<file path="src/pkg/core_consts.svh">
/*
 Constants for the instruction execute block: register offsets, field
 positions, reset values, opcode patterns and addressing limits.
 Assumes it is included by bare name from the package and the modules.
*/
`ifndef CORE_CONSTS_SVH
`define CORE_CONSTS_SVH

// Register port offsets
`define BUS_ADDR_W     3
`define REG_ACCUM      3'h0
`define REG_STATUS     3'h1
`define REG_BANK_SEL   3'h2
`define REG_CTRL       3'h3
`define REG_INDEX_LO   3'h4
`define REG_INDEX_HI   3'h5

// Field positions
`define CTRL_EXT_BIT   0
`define FLD_DEST_BIT   9
`define FLD_BANK_BIT   8

// Reset values
`define RST_ACCUM      8'h00
`define RST_STATUS     5'h00
`define RST_BANK_SEL   4'h0
`define RST_CTRL       1'b0
`define RST_INDEX      12'h000

// Opcode patterns, compared against the upper instruction bits
`define OPC_ADD_CARRY  6'h08
`define OPC_AND_FILE   6'h05
`define OPC_AND_LIT    8'h0b
`define OPC_BR_CARRY   8'he2
`define OPC_BR_NEG     8'he6
`define OPC_BIT_CLR    4'h9

// Data memory addressing
`define FILE_ADDR_W    12
`define ACCESS_SPLIT   8'h60
`define INDEX_LIMIT    8'h5f
`define ACCESS_HI_BANK 4'hf
`define PC_STEP        2

`endif

</file>
<file path="src/pkg/core_pkg.sv">
/*
 Types shared by the instruction execute block: operations, phases,
 status flags and the data memory request.
 Assumes core_consts.svh is on the include path.
*/
`include "core_consts.svh"

package core_pkg;

	// Decoded operations of the supported subset
	typedef enum logic [2:0] {
		op_nop       = 3'b000,
		op_add_carry = 3'b001,
		op_and_lit   = 3'b010,
		op_and_file  = 3'b011,
		op_br_carry  = 3'b100,
		op_bit_clear = 3'b101,
		op_br_neg    = 3'b110
	} op_e;

	// Four phases of one instruction cycle
	typedef enum logic [1:0] {
		ph_q1 = 2'b00,
		ph_q2 = 2'b01,
		ph_q3 = 2'b10,
		ph_q4 = 2'b11
	} phase_e;

	// Flag order puts carry in bit 0 and negative in bit 4
	typedef struct packed {
		logic n;
		logic ov;
		logic z;
		logic digit_carry_flag;
		logic c;
	} status_s;

	// Data memory request toward the file registers
	typedef struct packed {
		logic [`FILE_ADDR_W-1:0] addr;
		logic                    rd;
		logic                    wr;
		logic [7:0]              wdata;
	} file_req_s;

endpackage : core_pkg

</file>
<file path="src/logic/alu_unit.sv">
/*
 Combinational arithmetic unit for the supported operations.
 Assumes operands are stable for the cycle in which the result is taken.
*/
`timescale 1ns/10ps
`default_nettype none

module alu_unit (
	input  wire core_pkg::op_e     op,
	input  wire logic [7:0]        accum,
	input  wire logic [7:0]        operand,
	input  wire logic [2:0]        bit_sel,
	input  wire core_pkg::status_s status_in,
	output logic [7:0]             result,
	output var core_pkg::status_s  next_status
);
	import core_pkg::*;

	logic [8:0] sum;
	logic [4:0] half;

	// Result and flags; untouched flags keep their value
	always_comb begin
		sum         = 9'(accum) + 9'(operand) + 9'(status_in.c);
		half        = 5'(accum[3:0]) + 5'(operand[3:0]) + 5'(status_in.c);
		result      = accum;
		next_status = status_in;
		case (op)
			op_add_carry: begin
				result         = sum[7:0];
				next_status.c  = sum[8];
				next_status.digit_carry_flag = half[4];
				// Overflow only when like signs give an unlike sign
				next_status.ov = (accum[7] == operand[7]) && (sum[7] != accum[7]);
				next_status.z  = (sum[7:0] == 8'h00);
				next_status.n  = sum[7];
			end
			op_and_lit, op_and_file: begin
				result        = accum & operand;
				next_status.z = ((accum & operand) == 8'h00);
				next_status.n = accum[7] & operand[7];
			end
			op_bit_clear: begin
				result = operand & ~(8'h01 << bit_sel);
			end
			default: begin
			end
		endcase
	end

endmodule : alu_unit

`default_nettype wire

</file>
<file path="src/logic/instr_exec.sv">
/*
 Decode and execute of an instruction subset: add with carry, two ANDs,
 bit clear and two conditional branches, with flags and program counter.
 Assumes the fetch path shows the word at instruction_pointer during Q1,
 and the file memory answers a read one cycle after file_req.rd.
*/
// Local design decisions: the plain strobed port and the register addresses.
// How it works
// - Add accumulator, file, carry; set five flags
// - Destination bit picks accumulator or file
// - Bank bit picks access bank or selector
// - Extended mode uses indexed offset below 60h
// - AND literal into accumulator, N and Z
// - AND accumulator with file, chosen destination
// - Branch on carry, flags untouched
// - Taken branch adds twice offset to pointer
// - Taken branch costs an extra idle cycle
// - Branch on negative, flags untouched
`timescale 1ns/10ps
`default_nettype none
`include "core_consts.svh"

module instr_exec #(
	parameter int PC_W = 21
) (
	input  wire logic [15:0]            instr_word,
	input  wire logic                   clk_sys,
	input  wire logic                   reset,
	input  wire logic                   instr_valid,
	input  wire logic [7:0]             file_rdata,
	input  wire logic [`BUS_ADDR_W-1:0] bus_addr,
	input  wire logic [7:0]             bus_wdata,
	input  wire logic                   bus_wr,
	input  wire logic                   bus_rd,
	output var core_pkg::file_req_s     file_req,
	output var core_pkg::status_s       status,
	output var core_pkg::phase_e        phase,
	output logic [7:0]                  accum,
	output logic [PC_W-1:0]             instruction_pointer,
	output logic                        flush,
	output logic [7:0]                  bus_rdata
);
	import core_pkg::*;

	logic [15:0]             ir;
	op_e                     cur_op;
	logic [3:0]              bank_selector;
	logic                    ext_en;
	logic [`FILE_ADDR_W-1:0] index_base;
	logic [`FILE_ADDR_W-1:0] oper_addr;
	logic [7:0]              alu_res;
	status_s                 next_status;
	logic [7:0]              operand;
	logic [7:0]              next_rdata;
	logic [PC_W-1:0]         br_offset;
	logic                    uses_file;
	logic                    dest_file;
	logic                    to_accum;
	logic                    sets_flags;
	logic                    taken;

	// Map an instruction word onto one of the supported operations
	function automatic op_e decode_op(input logic [15:0] w);
		if (w[15:10] == `OPC_ADD_CARRY)
			return op_add_carry;
		else if (w[15:8] == `OPC_AND_LIT)
			return op_and_lit;
		else if (w[15:10] == `OPC_AND_FILE)
			return op_and_file;
		else if (w[15:8] == `OPC_BR_CARRY)
			return op_br_carry;
		else if (w[15:12] == `OPC_BIT_CLR)
			return op_bit_clear;
		else if (w[15:8] == `OPC_BR_NEG)
			return op_br_neg;
		return op_nop;
	endfunction : decode_op

	////////////////////////////////////////////////////////////////////////////
	// Decode helpers

	// Operation classes drawn from the latched word
	always_comb begin
		uses_file  = (cur_op == op_add_carry) || (cur_op == op_and_file) || (cur_op == op_bit_clear);
		dest_file  = (cur_op == op_bit_clear) ||
			(((cur_op == op_add_carry) || (cur_op == op_and_file)) && ir[`FLD_DEST_BIT]);
		to_accum   = (cur_op == op_and_lit) ||
			(((cur_op == op_add_carry) || (cur_op == op_and_file)) && !ir[`FLD_DEST_BIT]);
		sets_flags = (cur_op == op_add_carry) || (cur_op == op_and_lit) || (cur_op == op_and_file);
		taken      = ((cur_op == op_br_carry) && status.c) ||
			((cur_op == op_br_neg) && status.n);
		operand    = (cur_op == op_and_lit) ? ir[7:0] : file_rdata;
		br_offset  = {{(PC_W-9){ir[7]}}, ir[7:0], 1'b0};
	end

	// Operand address: banked, access or indexed
	operand_addr u_addr (
		.f          (ir[7:0]),
		.a          (ir[`FLD_BANK_BIT]),
		.ext_en     (ext_en),
		.bank_sel   (bank_selector),
		.index_base (index_base),
		.addr       (oper_addr)
	);

	// Arithmetic for the operation under way
	alu_unit u_alu (
		.op          (cur_op),
		.accum       (accum),
		.operand     (operand),
		.bit_sel     (ir[11:9]),
		.status_in   (status),
		.result      (alu_res),
		.next_status (next_status)
	);

	////////////////////////////////////////////////////////////////////////////
	// Phase sequence and instruction latch

	// Free-running four-phase counter
	always_ff @(posedge clk_sys) begin
		if (reset)
			phase <= ph_q1;
		else
			case (phase)
				ph_q1:   phase <= ph_q2;
				ph_q2:   phase <= ph_q3;
				ph_q3:   phase <= ph_q4;
				ph_q4:   phase <= ph_q1;
				default: phase <= ph_q1;
			endcase
	end

	// Word taken at the end of Q1; a flushed cycle runs as a no-operation
	always_ff @(posedge clk_sys) begin
		if (reset) begin
			ir     <= 16'h0000;
			cur_op <= op_nop;
		end else if (phase == ph_q1) begin
			ir     <= instr_word;
			cur_op <= (instr_valid && !flush) ? decode_op(instr_word) : op_nop;
		end
	end

	// Idle cycle after a taken branch, cleared at the next Q4
	always_ff @(posedge clk_sys) begin
		if (reset)
			flush <= 1'b0;
		else if (phase == ph_q4)
			flush <= taken;
	end

	////////////////////////////////////////////////////////////////////////////
	// Program counter

	// Step on each accepted fetch; a taken branch adds twice the offset in Q4
	always_ff @(posedge clk_sys) begin
		if (reset)
			instruction_pointer <= '0;
		else if ((phase == ph_q1) && instr_valid && !flush)
			instruction_pointer <= instruction_pointer + PC_W'(`PC_STEP);
		else if ((phase == ph_q4) && taken)
			instruction_pointer <= instruction_pointer + br_offset;
	end

	////////////////////////////////////////////////////////////////////////////
	// Data memory request

	// Read issued at the end of Q2, write issued at the end of Q4; address holds through
	always_ff @(posedge clk_sys) begin
		if (reset)
			file_req <= '0;
		else begin
			file_req.rd <= (phase == ph_q2) && uses_file;
			file_req.wr <= (phase == ph_q4) && dest_file;
			if (phase == ph_q2)
				file_req.addr <= oper_addr;
			if (phase == ph_q4)
				file_req.wdata <= alu_res;
		end
	end

	////////////////////////////////////////////////////////////////////////////
	// Accumulator and flags

	// Core write in Q4 wins over a port write in the same cycle
	always_ff @(posedge clk_sys) begin
		if (reset)
			accum <= `RST_ACCUM;
		else if ((phase == ph_q4) && to_accum)
			accum <= alu_res;
		else if (bus_wr && (bus_addr == `REG_ACCUM))
			accum <= bus_wdata;
	end

	// Branches and bit clear leave the flags alone
	always_ff @(posedge clk_sys) begin
		if (reset)
			status <= `RST_STATUS;
		else if ((phase == ph_q4) && sets_flags)
			status <= next_status;
		else if (bus_wr && (bus_addr == `REG_STATUS))
			status <= bus_wdata[4:0];
	end

	////////////////////////////////////////////////////////////////////////////
	// Register port

	// Bank selector
	always_ff @(posedge clk_sys) begin
		if (reset)
			bank_selector <= `RST_BANK_SEL;
		else if (bus_wr && (bus_addr == `REG_BANK_SEL))
			bank_selector <= bus_wdata[3:0];
	end

	// Extended instruction set enable
	always_ff @(posedge clk_sys) begin
		if (reset)
			ext_en <= `RST_CTRL;
		else if (bus_wr && (bus_addr == `REG_CTRL))
			ext_en <= bus_wdata[`CTRL_EXT_BIT];
	end

	// Index base for literal offset addressing, split over two bytes
	always_ff @(posedge clk_sys) begin
		if (reset)
			index_base <= `RST_INDEX;
		else if (bus_wr && (bus_addr == `REG_INDEX_LO))
			index_base[7:0] <= bus_wdata;
		else if (bus_wr && (bus_addr == `REG_INDEX_HI))
			index_base[11:8] <= bus_wdata[3:0];
	end

	// Read mux; unmapped offsets read zero
	always_comb begin
		case (bus_addr)
			`REG_ACCUM:    next_rdata = accum;
			`REG_STATUS:   next_rdata = {3'h0, status};
			`REG_BANK_SEL: next_rdata = {4'h0, bank_selector};
			`REG_CTRL:     next_rdata = {7'h00, ext_en};
			`REG_INDEX_LO: next_rdata = index_base[7:0];
			`REG_INDEX_HI: next_rdata = {4'h0, index_base[11:8]};
			default:       next_rdata = 8'h00;
		endcase
	end

	// Read data stands only in the cycle after the strobe
	always_ff @(posedge clk_sys) begin
		if (reset)
			bus_rdata <= 8'h00;
		else
			bus_rdata <= bus_rd ? next_rdata : 8'h00;
	end

	logic [8:0] chk_sum;
	assign chk_sum = 9'(accum) + 9'(file_rdata) + 9'(status.c);
endmodule : instr_exec

`default_nettype wire

</file>
<file path="src/logic/operand_addr.sv">
/*
 Forms the data memory address of a file register operand.
 Assumes the bank selector and index base are held stable by the caller.
*/
`timescale 1ns/10ps
`default_nettype none
`include "core_consts.svh"

module operand_addr (
	input  wire logic [7:0]              f,
	input  wire logic                    a,
	input  wire logic                    ext_en,
	input  wire logic [3:0]              bank_sel,
	input  wire logic [`FILE_ADDR_W-1:0] index_base,
	output logic [`FILE_ADDR_W-1:0]      addr
);
	// Banked, indexed or access bank address
	always_comb begin
		if (a)
			addr = {bank_sel, f};
		else if (ext_en && (f <= `INDEX_LIMIT))
			addr = index_base + `FILE_ADDR_W'(f);
		else if (f < `ACCESS_SPLIT)
			addr = {4'h0, f};
		else
			addr = {`ACCESS_HI_BANK, f};
	end

endmodule : operand_addr

`default_nettype wire

</file>
<file path="config.mk">
export PLATFORM = sky130hd
export DESIGN_NAME = instr_exec
export DESIGN_NICKNAME = d
export VERILOG_FILES = /design/src/pkg/core_pkg.sv /design/src/logic/alu_unit.sv /design/src/logic/instr_exec.sv /design/src/logic/operand_addr.sv
export VERILOG_INCLUDE_DIRS = /design/src /design/src/pkg
export SDC_FILE = /design/constraint.sdc
export NUM_CORES = 1
export LEC_CHECK = 0
export ABC_CLOCK_PERIOD_IN_PS = 9750
export BUFFER_PORTS_ARGS = -buffer_cell sky130_fd_sc_hd__buf_2
export CORE_MARGIN = 10
export CORE_UTILIZATION = 35
export CTS_BUF_LIST = sky130_fd_sc_hd__clkbuf_4 sky130_fd_sc_hd__clkbuf_8
export DETAILED_ROUTE_END_ITERATION = 8
export GPL_ROUTABILITY_DRIVEN = 0
export HOLD_SLACK_MARGIN = 0.05
export SLEW_MARGIN = 20
export SYNTH_ARGS = -nofsm -noshare
export SYNTH_HDL_FRONTEND = slang
export SYNTH_SLANG_ARGS = --single-unit
</file>
<file path="constraint.sdc">
create_clock -name clk_sys -period 9.75 [get_ports clk_sys]
set_input_delay 0.4875 -clock clk_sys [delete_from_list [all_inputs] [get_ports clk_sys]]
set_output_delay 0.4875 -clock clk_sys [all_outputs]
set_load 0.02 [all_outputs]
</file>
==> results.md <==
- Status: finished clean
- Largest net degree at the start of global routing: 53
- Number of synthesized flops with an enable pin: 0
- Flop pwr share: 0.426
- Port Buf Inserts: 105
- Clk pwr share: 0.235
- Final slew viol count: 0
- Nets@finish: 972
- Slew headroom: 0.320
- Die Y: 157 um
- Filler cells: 1941
- Post-Synth XOR/XNOR Area: 0.0266
- Initial DRT Pass Iterations: 5
- Post-DRT Antenna Nets: 0
- Post-CTS Setup Inserts: 0
- Number of synthesized register bits: 98
- Clock Skew: 0.0116 ns
- Cell variety after synth: 73
- Final hold violation count: 0
- Crit start category: flop
- WL/cell: 18.3 um
- First-pass GRT wire length: 32.3 mm
- Final Cycle Share: 0.420
- RSZ-0062 raised after global routing: no
- DRT iter0 DRCs: 522
- Area Overhead vs Synth: 12.9%
- Die area: 0.0247 sq mm
- CTS tree: built
- Sequential fraction of the synthesis area: 0.298
- Core box area: 0.0186 sq mm
- Register area: 0.00196 sq mm
- Clock Sinks: 98
- Hold WC Path Type: in2reg
- YS warnings: 0
- Largest family of logic cells by synthesized area: compound AO/OA/AOI/OAI gates
- FFs w/ async S/R, synth: 0
- Static Leak: 3.24 nW
- Post-synthesis simple-gate area fraction: 0.214
- Int Power: 0.714 mW
- Routed WL: 20.5 mm
- Logic pwr share: 0.339
- Bufs on Longest Clock Path: 2
- Grt total ovfl: 0
- Worst-Skew Late Latency: 0.38 ns
- Hold_ws: 0.340 ns
- Main synth FF type: dfxtp_1
- Number of global-route vias before repair: 5909
- Drc violations: 0
- Adder-cell share of the synthesized area: 0.0900
- Synthesized area: 0.00659 sq mm
- Global-route usage over all layers: 0.163
- DIE WIDTH: 157 um
- Initial Util: 0.354
- # rows: 50
- Mux cell area share after synthesis: 0.0809
- TritonCTS buffer count: 9
- Sw power: 0.440 mW
- Net Count, Synth: 900
- Tmin final: 4.09 ns
- DR vias: 6202
- Final Setup Violations: 0
- Synthesized area per cell: 8.09 sq um
- Multi-input gate area: 0.00434 sq mm
- Ant diodes: 0
- Switch share: 0.381
- Syn Inst Count: 815
- Worst Setup End Kind: flop
- Worst-path clk slew: 0.10 ns
- PwrDens: 155 mW/mm^2
- Achievable Freq: 244 MHz
- Synth Area in Compound Gates: 0.246
- CTS Hold Buffers Added: 0
- Max-Cap Viols: 0
- Initial antenna violation count: 0
- VDD IR max: 0.0612 mV
- Crit-path max FO: 14
- Vias/cell: 5.52
- CTS root buf: clkbuf_8
- CP Data Arrival Time: 4.40 ns
- HPWL after detailed placement: 15.9 mm
- CP Class: reg2reg
- # resized after CTS: 0
- Io pins: 107
- Share of cells above drive strength 1: 0.163
- Worst Tran Pin Value: 1.01 ns
- Fin Setup TNS: 0 ns
- H-tree levels: 3
- Critical Path RT: 10.06 ns
-- through the flow --
stage	power [mW]	cells	instance area (sq um)	worst slack (ns)	util
floorplan	0.774	815	6590	6.47	-
global placement	0.891	1110	7250	5.86	0.389
detailed placement	0.893	1110	7250	5.70	0.389
CTS	1.16	1124	7440	5.64	0.399
global route	1.23	1124	7440	5.32	0.399
finish	1.15	1124	7440	5.66	0.399
-- synth_stat cells, types with 13 or more instances --
master / n / area share
nor2_1: 94 / 0.054
ha_1: 41 / 0.078
nor2b_1: 26 / 0.025
o21ai_0: 34 / 0.026
clkbuf_1: 30 / 0.017
mux2i_1: 42 / 0.064
a211oi_1: 29 / 0.033
nand2b_1: 21 / 0.020
a21oi_1: 63 / 0.048
nand2_1: 53 / 0.030
nand3_1: 15 / 0.011
and2_1: 13 / 0.012
inv_1: 24 / 0.014
nor3_1: 17 / 0.013
dfxtp_1: 98 / 0.30
-- path summary, 6_finish.rpt --
kind                  from                 endpoint  slack (ns)  cells after the start
min reg2reg    file_req[1]              file_req[1]        0.48                      2
min          instr_word[2]                    ir[2]        0.34                      3
max reg2reg       phase[0]  instruction_pointer[19]        5.66                     13
max               phase[0]  instruction_pointer[19]        5.66                     13
-- critical path: stages (launching register included) --
cell	delay [ns]
dfxtp_1	0.35
inv_1	0.11
ha_1	0.67
nand3b_1	0.43
nand2b_1	0.18
ha_1	0.19
inv_1	0.06
fa_1	0.37
and2b_1	0.23
o31ai_1	0.13
a21oi_1	0.36
a31oi_1	0.26
or4b_1	0.58
o211ai_2	0.08
-- layout by cell type, fill, tap and decap left out, types with 7 or more instances in the layout --
master,instances
dfxtp_1,98
buf_2,105
a31oi_1,12
o211ai_1,10
nor2_1,94
ha_1,41
a21o_1,12
a21oi_1,63
inv_1,24
nand2_1,53
o22ai_1,12
nor2b_1,26
nor3_1,17
mux2_2,10
nand2b_1,21
a211oi_1,29
o21a_1,7
mux2i_1,42
xor2_1,8
nand3_1,15
a22oi_1,10
xnor2_1,12
clkbuf_8,10
o21ai_0,34
and2_1,13
-- power groups by stage --
stage | clock network, mW | logic (mW) | registers (mW)
2_1_floorplan | 0 | 0.263 | 0.510
3_3_place_gp | 0 | 0.390 | 0.501
3_5_place_dp | 0 | 0.391 | 0.501
4_1_cts | 0.280 | 0.393 | 0.492
5_1_grt | 0.295 | 0.440 | 0.498
6_report | 0.271 | 0.392 | 0.492
-- cells by family after synthesis --
logic type | count (synthesis)
simple gates | 281
compound gates | 244
flops | 98
buf+inv | 74
mux | 52
fa+ha+maj | 45
xor+xnor | 20
other cells | 1
-- sequential cells by signal (all words and copies together) (netlist names) --
name and cells:
status 5, phase 2, ext_en 1, file_req 22, flush 1, ir 12
bank_selector 4, accum 8, cur_op 3, instruction_pointer 20, index_base 12, bus_rdata 8
-- metal layers --
| layer | global-route usage | part of all wire | up-vias |
|---|---|---|---|
| met3 | 0.0467 | 0.079 | 17 |
| met1 | 0.205 | 0.44 | 2878 |
| met4 | 0.0383 | 0.011 | 0 |
| met5 | 0 | 0 | - |
| li1 | - | - | 3117 |
| met2 | 0.270 | 0.47 | 190 |
-- layout make-up --
type | instances | share of cell area
inverter | 25 | 0.0126
sequential | 98 | 0.264
timing repair buffer | 110 | 0.0756
clock inverter | 4 | 0.00723
clock buffer | 10 | 0.0185
multi-input combinational | 643 | 0.583
tap | 234 | 0.0393
Power figures use the tool's default switching activity.
